--- src/core/ear_pkg.sv ---
package ear_pkg;

  // ----------------------------------------
  // address layout
  // ----------------------------------------
  localparam int          ADDR_W   = 15;
  localparam int          OFFS_W   = 10;
  localparam int          PAGE_BIT = 10;
  localparam int          IND_BIT  = 15;
  localparam logic [14:0] ACC_A_LOC = 15'h0000;
  localparam logic [14:0] ACC_B_LOC = 15'h0001;
  localparam logic [14:0] REL_LO    = 15'h0002;
  localparam logic [14:0] REL_HI    = 15'h03ff;
  localparam logic [15:0] NX_WORD   = 16'hffff;
  localparam logic [1:0]  DEEP_LVL  = 2'h3;

  // ----------------------------------------
  // interrupt vectors
  // ----------------------------------------
  localparam logic [2:0]  VC_PWR    = 3'h0;
  localparam logic [2:0]  VC_PAR    = 3'h1;
  localparam logic [2:0]  VC_TBG    = 3'h2;
  localparam logic [2:0]  VC_PROT   = 3'h3;
  localparam logic [2:0]  VC_UNIMPL = 3'h4;
  localparam logic [2:0]  VC_VIRT   = 3'h5;
  localparam logic [2:0]  VC_SEG    = 3'h6;
  localparam logic [2:0]  VC_CARD   = 3'h7;
  localparam logic [14:0] VEC_PWR    = 15'h0004;
  localparam logic [14:0] VEC_PAR    = 15'h0005;
  localparam logic [14:0] VEC_TBG    = 15'h0006;
  localparam logic [14:0] VEC_PROT   = 15'h0007;
  localparam logic [14:0] VEC_UNIMPL = 15'h0008;
  localparam logic [14:0] VEC_VIRT   = 15'h000a;
  localparam logic [14:0] VEC_SEG    = 15'h000b;
  localparam logic [5:0]  SC_LO      = 6'h10;

  typedef struct packed {
    logic [15:0] instr;
    logic [15:0] addr_word;
    logic        two_word;
    logic        write;
    logic [15:0] wdata;
  } ear_req_t;

  typedef struct packed {
    logic [15:0] a;
    logic [15:0] b;
  } ear_acc_t;

  function automatic logic [14:0] ear_vector(input logic [2:0] cls,
                                             input logic [5:0] sc);
    case (cls)
      VC_PWR:    return VEC_PWR;
      VC_PAR:    return VEC_PAR;
      VC_TBG:    return VEC_TBG;
      VC_PROT:   return VEC_PROT;
      VC_UNIMPL: return VEC_UNIMPL;
      VC_VIRT:   return VEC_VIRT;
      VC_SEG:    return VEC_SEG;
      default:   return {9'h000, (sc < SC_LO) ? SC_LO : sc};
    endcase
  endfunction

  // in split mode, base-page data references 2 through 1023 shift by the base offset
  function automatic logic [14:0] ear_reloc(input logic [14:0] a,
                                            input logic [14:0] base,
                                            input logic        split);
    if (split && a >= REL_LO && a <= REL_HI)
      return 15'(a + base);
    return a;
  endfunction

endpackage

--- src/core/ear_top.sv ---
`timescale 1ns/1ps
// How it works
// low ten instruction bits give the in-page offset, 1024-word pages
// bit 10 picks page zero or the current page
// upper address bits come from memory address register or zero
// bit 15 direct/indirect, from instruction or from address word
// indirect words chain on bit 15 with no level limit
// from third indirect level, pending interrupt aborts for restart
// split mode adds base offset to data addresses 2 through 1023
// split mode relocates every base-page reference except locations 0 and 1
// software keeps code and jumps off the base page in split mode
// locations 0 and 1 are the two accumulators
// interrupt vectors sit at fixed base-page locations
// writes to absent memory are dropped
// reads of absent memory return all ones, no parity error
// protected absent memory raises memory protect interrupt
// 32k word space, 32 pages of 2000 octal words
// split mode sends data accesses to the separate data space
// two-word references to base page are relocated too
// effective address and space flag go out with each operand
module ear_top import ear_pkg::*; (
  input  wire logic        clk_i,
  input  wire logic        rst_i,
  input  wire logic        start_i,
  input  wire ear_req_t    req_i,
  input  wire logic [14:0] instr_addr_i,
  input  wire logic        code_data_split_mode_i,
  input  wire logic [14:0] base_offset_i,
  input  wire logic        irq_pending_i,
  input  wire ear_acc_t    acc_i,
  input  wire logic [2:0]  vec_class_i,
  input  wire logic [5:0]  vec_sc_i,
  input  wire logic        mem_ack_i,
  input  wire logic [15:0] mem_rdata_i,
  input  wire logic        mem_exists_i,
  input  wire logic        mem_protected_i,
  output logic             busy_o,
  output logic             done_o,
  output logic             abort_o,
  output logic [14:0]      ea_o,
  output logic             ea_data_space_o,
  output logic [15:0]      rdata_o,
  output logic [14:0]      vector_addr_o,
  output logic             mem_req_o,
  output logic [14:0]      mem_addr_o,
  output logic             mem_space_o,
  output logic             mem_we_o,
  output logic [15:0]      mem_wdata_o,
  output logic             acc_we_o,
  output logic             acc_sel_o,
  output logic [15:0]      acc_wdata_o,
  output logic             prot_irq_o
);

  typedef enum logic [1:0] {S_IDLE, S_PTR, S_OPND} ear_st_t;

  ear_st_t     state_reg;
  logic [1:0]  level_reg;
  logic [1:0]  level_next;
  logic        go_reg;
  logic [14:0] go_addr_reg;
  logic        go_we_reg;
  logic        wr_reg;
  logic [15:0] wdata_reg;
  logic        port_done;
  logic [15:0] port_rdata;
  logic [14:0] first_raw;
  logic        first_ind;
  logic        split;

  // ----------------------------------------
  // first address
  // ----------------------------------------
  assign split = code_data_split_mode_i;

  always_comb begin
    if (req_i.two_word) begin
      first_raw = req_i.addr_word[ADDR_W-1:0];
      first_ind = req_i.addr_word[IND_BIT];
    end else begin
      // page zero forces the upper bits clear
      first_raw[OFFS_W-1:0] = req_i.instr[OFFS_W-1:0];
      first_raw[ADDR_W-1:PAGE_BIT] = req_i.instr[PAGE_BIT] ?
        instr_addr_i[ADDR_W-1:PAGE_BIT] : 5'h00;
      first_ind = req_i.instr[IND_BIT];
    end
  end

  // saturates: depth past three only matters as "deep"
  assign level_next = (level_reg == DEEP_LVL) ? level_reg
                                              : 2'(level_reg + 2'h1);

  // ----------------------------------------
  // chain sequencing
  // ----------------------------------------
  always_ff @(posedge clk_i or posedge rst_i) begin
    if (rst_i) begin
      state_reg <= S_IDLE;
      level_reg <= 2'h0;
      busy_o    <= 1'b0;
      abort_o   <= 1'b0;
    end else begin
      abort_o <= 1'b0;
      case (state_reg)
        S_IDLE: if (start_i) begin
          level_reg <= 2'h0;
          busy_o    <= 1'b1;
          state_reg <= first_ind ? S_PTR : S_OPND;
        end
        S_PTR: if (port_done) begin
          if (port_rdata[IND_BIT] && level_next == DEEP_LVL &&
              irq_pending_i) begin
            abort_o   <= 1'b1;
            busy_o    <= 1'b0;
            state_reg <= S_IDLE;
          end else begin
            level_reg <= level_next;
            if (!port_rdata[IND_BIT]) state_reg <= S_OPND;
          end
        end
        S_OPND: if (port_done) begin
          busy_o    <= 1'b0;
          state_reg <= S_IDLE;
        end
        default: state_reg <= S_IDLE;
      endcase
    end
  end

  // ----------------------------------------
  // access issue
  // ----------------------------------------
  always_ff @(posedge clk_i or posedge rst_i) begin
    if (rst_i) begin
      go_reg      <= 1'b0;
      go_addr_reg <= 15'h0000;
      go_we_reg   <= 1'b0;
      wr_reg      <= 1'b0;
      wdata_reg   <= 16'h0000;
    end else begin
      go_reg <= 1'b0;
      if (state_reg == S_IDLE && start_i) begin
        go_reg      <= 1'b1;
        go_addr_reg <= ear_reloc(first_raw, base_offset_i, split);
        go_we_reg   <= first_ind ? 1'b0 : req_i.write;
        wr_reg      <= req_i.write;
        wdata_reg   <= req_i.wdata;
      end else if (state_reg == S_PTR && port_done &&
                   !(port_rdata[IND_BIT] && level_next == DEEP_LVL &&
                     irq_pending_i)) begin
        // pointer words are data and are relocated like any other
        go_reg      <= 1'b1;
        go_addr_reg <= ear_reloc(port_rdata[ADDR_W-1:0],
                                 base_offset_i, split);
        go_we_reg   <= port_rdata[IND_BIT] ? 1'b0 : wr_reg;
      end
    end
  end

  // ----------------------------------------
  // results
  // ----------------------------------------
  always_ff @(posedge clk_i or posedge rst_i) begin
    if (rst_i) begin
      done_o          <= 1'b0;
      ea_o            <= 15'h0000;
      ea_data_space_o <= 1'b0;
      rdata_o         <= 16'h0000;
    end else begin
      done_o <= 1'b0;
      if (state_reg == S_OPND && port_done) begin
        done_o          <= 1'b1;
        ea_o            <= go_addr_reg;
        ea_data_space_o <= split;
        rdata_o         <= port_rdata;
      end
    end
  end

  always_ff @(posedge clk_i or posedge rst_i) begin
    if (rst_i) begin
      vector_addr_o <= VEC_PWR;
    end else begin
      vector_addr_o <= ear_vector(vec_class_i, vec_sc_i);
    end
  end

  // ----------------------------------------
  // memory and accumulator port
  // ----------------------------------------
  ear_mem_port u_port (
    .clk_i           (clk_i),
    .rst_i           (rst_i),
    .go_i            (go_reg),
    .addr_i          (go_addr_reg),
    .space_i         (split),
    .we_i            (go_we_reg),
    .wdata_i         (wdata_reg),
    .acc_i           (acc_i),
    .mem_ack_i       (mem_ack_i),
    .mem_rdata_i     (mem_rdata_i),
    .mem_exists_i    (mem_exists_i),
    .mem_protected_i (mem_protected_i),
    .done_o          (port_done),
    .rdata_o         (port_rdata),
    .mem_req_o       (mem_req_o),
    .mem_addr_o      (mem_addr_o),
    .mem_space_o     (mem_space_o),
    .mem_we_o        (mem_we_o),
    .mem_wdata_o     (mem_wdata_o),
    .acc_we_o        (acc_we_o),
    .acc_sel_o       (acc_sel_o),
    .acc_wdata_o     (acc_wdata_o),
    .prot_irq_o      (prot_irq_o)
  );
endmodule

--- src/core/ear_mem_port.sv ---
`timescale 1ns/1ps
module ear_mem_port import ear_pkg::*; (
  input  wire logic        clk_i,
  input  wire logic        rst_i,
  input  wire logic        go_i,
  input  wire logic [14:0] addr_i,
  input  wire logic        space_i,
  input  wire logic        we_i,
  input  wire logic [15:0] wdata_i,
  input  wire ear_acc_t    acc_i,
  input  wire logic        mem_ack_i,
  input  wire logic [15:0] mem_rdata_i,
  input  wire logic        mem_exists_i,
  input  wire logic        mem_protected_i,
  output logic             done_o,
  output logic [15:0]      rdata_o,
  output logic             mem_req_o,
  output logic [14:0]      mem_addr_o,
  output logic             mem_space_o,
  output logic             mem_we_o,
  output logic [15:0]      mem_wdata_o,
  output logic             acc_we_o,
  output logic             acc_sel_o,
  output logic [15:0]      acc_wdata_o,
  output logic             prot_irq_o
);

  typedef enum logic [1:0] {P_IDLE, P_CHECK, P_WAIT} ear_pst_t;
  ear_pst_t state_reg;

  // ----------------------------------------
  // sequencing
  // ----------------------------------------
  always_ff @(posedge clk_i or posedge rst_i) begin
    if (rst_i) begin
      state_reg <= P_IDLE;
    end else begin
      case (state_reg)
        P_IDLE:  if (go_i && addr_i > ACC_B_LOC) state_reg <= P_CHECK;
        P_CHECK: state_reg <= mem_exists_i ? P_WAIT : P_IDLE;
        P_WAIT:  if (mem_ack_i) state_reg <= P_IDLE;
        default: state_reg <= P_IDLE;
      endcase
    end
  end

  // ----------------------------------------
  // memory side
  // ----------------------------------------
  always_ff @(posedge clk_i or posedge rst_i) begin
    if (rst_i) begin
      mem_req_o   <= 1'b0;
      mem_addr_o  <= 15'h0000;
      mem_space_o <= 1'b0;
      mem_we_o    <= 1'b0;
      mem_wdata_o <= 16'h0000;
    end else begin
      if (state_reg == P_IDLE && go_i) begin
        mem_addr_o  <= addr_i;
        mem_space_o <= space_i;
        mem_we_o    <= we_i;
        mem_wdata_o <= wdata_i;
      end
      // absent locations never see a request, so writes die here
      if (state_reg == P_CHECK && mem_exists_i)
        mem_req_o <= 1'b1;
      else if (state_reg == P_WAIT && mem_ack_i)
        mem_req_o <= 1'b0;
    end
  end

  // ----------------------------------------
  // answers
  // ----------------------------------------
  always_ff @(posedge clk_i or posedge rst_i) begin
    if (rst_i) begin
      done_o      <= 1'b0;
      rdata_o     <= 16'h0000;
      acc_we_o    <= 1'b0;
      acc_sel_o   <= 1'b0;
      acc_wdata_o <= 16'h0000;
      prot_irq_o  <= 1'b0;
    end else begin
      done_o     <= 1'b0;
      acc_we_o   <= 1'b0;
      prot_irq_o <= 1'b0;
      case (state_reg)
        P_IDLE: if (go_i && addr_i <= ACC_B_LOC) begin
          done_o      <= 1'b1;
          acc_sel_o   <= addr_i[0];
          acc_we_o    <= we_i;
          acc_wdata_o <= wdata_i;
          if (!we_i) rdata_o <= addr_i[0] ? acc_i.b : acc_i.a;
        end
        P_CHECK: if (!mem_exists_i) begin
          done_o     <= 1'b1;
          prot_irq_o <= mem_protected_i;
          if (!mem_we_o) rdata_o <= NX_WORD;
        end
        P_WAIT: if (mem_ack_i) begin
          done_o <= 1'b1;
          if (!mem_we_o) rdata_o <= mem_rdata_i;
        end
        default: done_o <= 1'b0;
      endcase
    end
  end
endmodule

--- config.mk ---
export PLATFORM = sky130hd
export DESIGN_NAME = ear_top
export DESIGN_NICKNAME = d
export VERILOG_FILES = /design/src/core/ear_pkg.sv /design/src/core/ear_top.sv /design/src/core/ear_mem_port.sv
export SDC_FILE = /design/constraint.sdc
export NUM_CORES = 1
export LEC_CHECK = 0
export BUFFER_PORTS_ARGS = -buffer_cell sky130_fd_sc_hd__buf_4
export CAP_MARGIN = 10
export CELL_PAD_IN_SITES_DETAIL_PLACEMENT = 0
export CELL_PAD_IN_SITES_GLOBAL_PLACEMENT = 1
export CORE_MARGIN = 2
export CORE_UTILIZATION = 40
export CTS_CLUSTER_SIZE = 10
export DETAILED_ROUTE_END_ITERATION = 10
export PLACE_DENSITY = 0.82
export SETUP_SLACK_MARGIN = 0.15
export SLEW_MARGIN = 25
export SYNTH_ARGS = -nofsm -noshare
export SYNTH_HDL_FRONTEND = slang
export SYNTH_SLANG_ARGS = --single-unit
--- constraint.sdc ---
create_clock -name clk_i -period 6 [get_ports clk_i]
set_input_delay 0.3 -clock clk_i [delete_from_list [all_inputs] [get_ports clk_i]]
set_output_delay 0.3 -clock clk_i [all_outputs]
set_load 0.02 [all_outputs]
* Word level (Yosys, flattened, before mapping) *
Index checks and enable logic that the tools add are counted.

storage, ports and cells
  input bits = 145
  word-level logic and storage cells = 156
  output and inout bits = 103
  register bits = 160

cells by class
  equal/unequal tests = 25
  muxes and demuxes = 65
  $add $sub $neg = 3
  reductions and logical operators = 30
  order comparisons = 7

operators with widths
  operator                number
  $mux W16                7
  $mux W15                7
  $pmux W16 S3            1
  $pmux W6 S7             1
  $add A15 B15 Y15        2
  $ge A15 B2 Y1 const B   2
  $le A15 B10 Y1 const B  2
  $mux W1                 29
  $mux W2                 13
  $ne A2 B2 Y1 const B    9
  $gt A15 B1 Y1 const B   1
  $le A15 B1 Y1 const B   1
  $logic_and A1 B1 Y1     15
  $pmux W2 S3             2
  $eq A3 B3 Y1 const B    3
  $eq A2 B2 Y1 const B    4
  $reduce_and A4 Y1       2
  $reduce_and A7 Y1       1
  $eq A3 B2 Y1 const B    2
  $lt A6 B5 Y1 const B    1
  $mux W6                 1
  $ne A2 B1 Y1 const B    3
  $pmux W1 S3             2
  $reduce_bool A2 Y1      3
  other kinds (12)        16

* Depth between registers and ports, before layout *
  depth in word-level cells = 12
  gate-level depth with buffers = 12
  depth with buffers taken out = 10

* Cells and area by module *
A second synthesis with hierarchy kept.

unflattened totals
  cells, all modules = 751
  area total of the unflattened synthesis = 8,330.5 um^2

by module, submodules not included
  module        cells an instance  area an instance (um^2)  seq. area each (um^2)  instances
  ear_top       499                5,018.6                  1,978.1                1
  ear_mem_port  252                3,311.9                  1,801.7                1

* Worst setup path before layout *
Ideal clock, no wire load.

  kind = input -> register
  from = in req_i[17] (netlist bit)
  to = reg go_addr_reg[10]
  library setup time = 124 ps
  data required time = 5,876 ps
  arrival = 2,825 ps
  setup slack = 3,051 ps
  stages on the path = 12
  cells stage by stage = buf_2 -> buf_1 -> mux2_2 -> ha_1 -> inv_1 -> fa_1 -> nor2b_1 -> o211ai_1 -> a31o_2 -> a311oi_1 -> mux2i_1 -> a211o_1

on the way
  cells in the longest elaborated chain, start to end = 8
  elaborated cells on any way between the ends = 11

ends and longest elaborated chain
  element                            line            RTL
  start, declared                    ear_top.sv:25   input wire ear_req_t req_i,
  $mux W15 *                         ear_top.sv:77   if (req_i.two_word) begin
  $ge A15 B2 Y1                      ear_pkg.sv:68   if (split && a >= REL_LO && a <= REL_HI)
  $logic_and A1 B1 Y1 (2 in series)  ear_pkg.sv:68
  $mux W1                            ear_pkg.sv:68
  $mux W1                            ear_top.sv:142  if (state_reg == S_IDLE && start_i) begin
  $mux W15 *                         ear_pkg.sv:70   return a;
  $mux W15 *                         ear_top.sv:142
  end signal, assigned               ear_top.sv:144  go_addr_reg <= ear_reloc(first_raw, base_offset_i, split);
  end signal, assigned               ear_top.sv:153  go_addr_reg <= ear_reloc(port_rdata[ADDR_W-1:0],
  end, declared                      ear_top.sv:61   logic [14:0] go_addr_reg;

Mark *: on every way between the ends. The rest lies on a longest branch, timed or not. The select of a mux whose other input is x is not followed.
A chain may end at the register's enable or synchronous reset.

* Worst setup path in the final report *
  from = reg u_port.state_reg[0]
  to = reg u_port.rdata_o[4]

on the way
  cells in the longest elaborated chain, start to end = 3
  elaborated cells on any way between the ends = 12

ends and longest elaborated chain
  element                                                                     line                 RTL
  start, declared                                                             ear_mem_port.sv:29   ear_pst_t state_reg;
  start signal, assigned                                                      ear_mem_port.sv:40   P_CHECK: state_reg <= mem_exists_i ? P_WAIT : P_IDLE;
  $eq A2 B1 Y1 (tied with other cells)                                        ear_mem_port.sv:87   case (state_reg)
  $ne A2 B2 Y1 (no source line) / $reduce_bool A3 Y1 (equally long branches)  n/a
  $reduce_and A7 Y1 (no source line)                                          n/a
  end signal, assigned                                                        ear_mem_port.sv:93   if (!we_i) rdata_o <= addr_i[0] ? acc_i.b : acc_i.a;
  end signal, assigned                                                        ear_mem_port.sv:102  if (!mem_we_o) rdata_o <= mem_rdata_i;
  end, declared                                                               ear_mem_port.sv:16   output logic [15:0] rdata_o,

Parallel ways exist; a longest one is shown, timed or not.

==> impl_metrics.tcl <==
set metrics [dict create \
    drive_above_1_share 0.381 \
    period_minus_slack_ps 3210 \
    power.leakage_nw 5.47 \
    yosys-mux-area-fraction 0.169 \
    clk_latency_ps 430 \
    setup_viol 0 \
    grt_overflow 0 \
    synth_compound_area_frac 0.143 \
    worstPathRequired_ps 6300 \
    end_kind "flip-flop" \
    via_count 6994 \
    ir_drop_mv 0.160 \
    regArea_sq_um 3780 \
    finClkSkew_ps 13.7 \
    nets 1195 \
    synthFlopType "dfrtp_1" \
    num_antenna_cells 0 \
    grt_max_degree 86 \
    synth-adder-area-share 0.0580 \
    rr_endpoint "u_port.rdata_o[4]$_DFFE_PP0P_" \
    synth_top_family_by_area "multiplexers" \
    port-buffer-count 224 \
    final_cell_mix "buf_4, dfrtp_1, mux2_2, nand2_1, nor2_1" \
    dp.final_hpwl_um 17700 \
    dieHeight_um 149 \
    rows 53 \
    finalCritPeriodShare 0.534 \
    hold_viol_final 0 \
    async_flop_share 1.00 \
    die-area_sq_um 22300 \
    synth_area_sq_um 8450 \
    reg2regPathDepth 8 \
    fill_cells 1921 \
    holdBufCountCts 0 \
    drt-total-wl_um 23400 \
    syn_avg_cell_area_sq_um 10.6 \
    tightest_slew_ps 1040 \
    cts_made_buffers 17 \
    via_per_inst 5.38 \
    syn_to_final_growth_pct 29.9 \
    ys_seq_area_frac 0.447 \
    regToRegStartpoint "u_port.state_reg[0]$_DFFE_PP0P_" \
    cts-resized-gates 0 \
    yosys.area_share.simple 0.129 \
    start_util 0.405 \
    ff2ff_setup_slack_ps 2790 \
    start_kind "flip-flop" \
    ys.warnings.count 0 \
    endpoint "u_port.rdata_o[4]$_DFFE_PP0P_" \
    die_w_um 149 \
    grt_pass1_wl_um 36600 \
    fin_area_sq_um 11000 \
    place_congestion 0.912 \
    grt_pass1_vias 6811 \
    core-area_sq_um 20900 \
    drt_iter0_drc 418 \
    cp.arrival_ps 3500 \
    grt_antenna_before_repair 0 \
    rsz0062_at_grt "no" \
    slew-limit-headroom 0.305 \
    cts_num_sinks 151 \
    clk_pin_slew_worst_paths_ps 60 \
    yosys.area_share.xor_xnor 0.0135 \
    postSynthCellCount 796 \
    powerDensity_nw_per_um2 224 \
    hold_path.class "input port to asynchronous set/reset pin" \
    dpl_cell_area_sq_um 10300 \
    drtPass1Iterations 7 \
    htree_levels 4 \
    p_total_mw 2.46 \
    maxSlewViolCount 0 \
    multiInputGateArea_sq_um 4370 \
    io-pin-count 248 \
    crit_start "u_port.state_reg[0]$_DFFE_PP0P_" \
    cts.path.max_buffers 2 \
    finalSetupTns_ps 0 \
    cts_tree "built" \
    wl_per_cell_um 18.0 \
    detail-route-antenna-nets 0 \
    ys_ff_latch 151 \
    max_freq_mhz 312 \
    final_common_cell "buf_4" \
    root_buffer "clkbuf_16" \
    max_cap_violations 0 \
    critPathKind "flip-flop to flip-flop" \
    synth.distinct_cells 76 \
    synth_edf_count 0 \
    status "complete, no violations" \
    drc 0 \
    crit_fanout 36 \
    cts_setup_buffers 0 \
    globalRouteTotalUtil 0.213 \
]
## how the worst min path moves through the flow
stage / slack [ps] / cells after the start / start / end
CTS: 40 / 2 / rst_i / u_port.mem_addr_o[13]$_DFFE_PP0P_
global route: 60 / 3 / req_i[14] / wdata_reg[14]$_DFFE_PP0P_
global placement: 450 / 2 / wr_reg$_DFFE_PP0P_ / wr_reg$_DFFE_PP0P_
detailed placement: 450 / 2 / wr_reg$_DFFE_PP0P_ / wr_reg$_DFFE_PP0P_
finish: 0.2 / 2 / rst_i / u_port.mem_addr_o[13]$_DFFE_PP0P_
floorplan: 340 / 1 / vec_class_i[2] / vector_addr_o[2]$_DFF_PP1_
## cell type report
type | instances | share of cell area
Clock buffer | 21 | 0.0419
Clock inverter | 11 | 0.0178
Inverter | 27 | 0.00969
Multi-Input combinational cell | 586 | 0.398
Sequential cell | 151 | 0.344
Tap cell | 275 | 0.0313
Timing Repair Buffer | 229 | 0.157
## logic make-up (layout without fill, tap and decap cells)
logic type,count (synthesis),count (layout)
other,1,9
XOR/XNOR,13,13
AND/OR/NAND/NOR,223,223
multiplexers,130,130
adder cells (fa/ha/maj),38,38
buffers and inverters,67,288
AO/OA/AOI/OAI,173,173
flip-flops,151,151
## metrics by stage
step           setup slack (ps)  utilization  hold WS (ps)  std cells
6_report                   2790        0.525         0.155       1300
5_1_grt                    2520        0.525          57.2       1300
4_1_cts                    2740        0.525          36.5       1300
3_5_place_dp               2740        0.494           455       1268
3_3_place_gp               2810        0.494           451       1268
2_1_floorplan              1640            -           339        804
## worst max-delay path: stages, from the launching register on
cell	delay [ps]
dfrtp_1	400
inv_1	120
ha_1	270
nand2_2	540
nor2_2	260
buf_4	340
a21oi_1	90
nor2_2	610
mux2_2	410
## synth_stat cells, types with 7 or more instances
cell type  number  area, sq um
nand3_1        15         75.1
nor4_1          8         50.1
mux2i_1        26          260
inv_1          27          101
dfrtp_1       150         3750
o21bai_1        7         52.6
clkbuf_1       19         71.3
o21ai_0        33          165
xnor2_1         8         70.1
a211oi_1       11         82.6
mux2_2        104         1170
nand2_1        91          342
nor3_1         12         60.1
buf_4          10         75.1
a21oi_1        27          135
ha_1           36          450
nor2_1         46          173
o21a_1          7         52.6
o211ai_1        8         60.1
o22ai_1        22          138
## power breakdown
part           switching [mW]  internal (mW)
combinational           0.138          0.123
sequential            0.00116           1.02
clock                   0.418          0.761
total                   0.557           1.91
## layer usage
metal | GRT usage | vias up | share of wire | wire length, um
met5 | 0 | - | 0 | 0
met4 | 0.0657 | 0 | 0.021 | 488
met3 | 0.0468 | 32 | 0.061 | 1440
met2 | 0.342 | 231 | 0.47 | 11000
met1 | 0.289 | 3382 | 0.45 | 10500
li1 | - | 3349 | - | -
(Power assumes the default switching activity.)
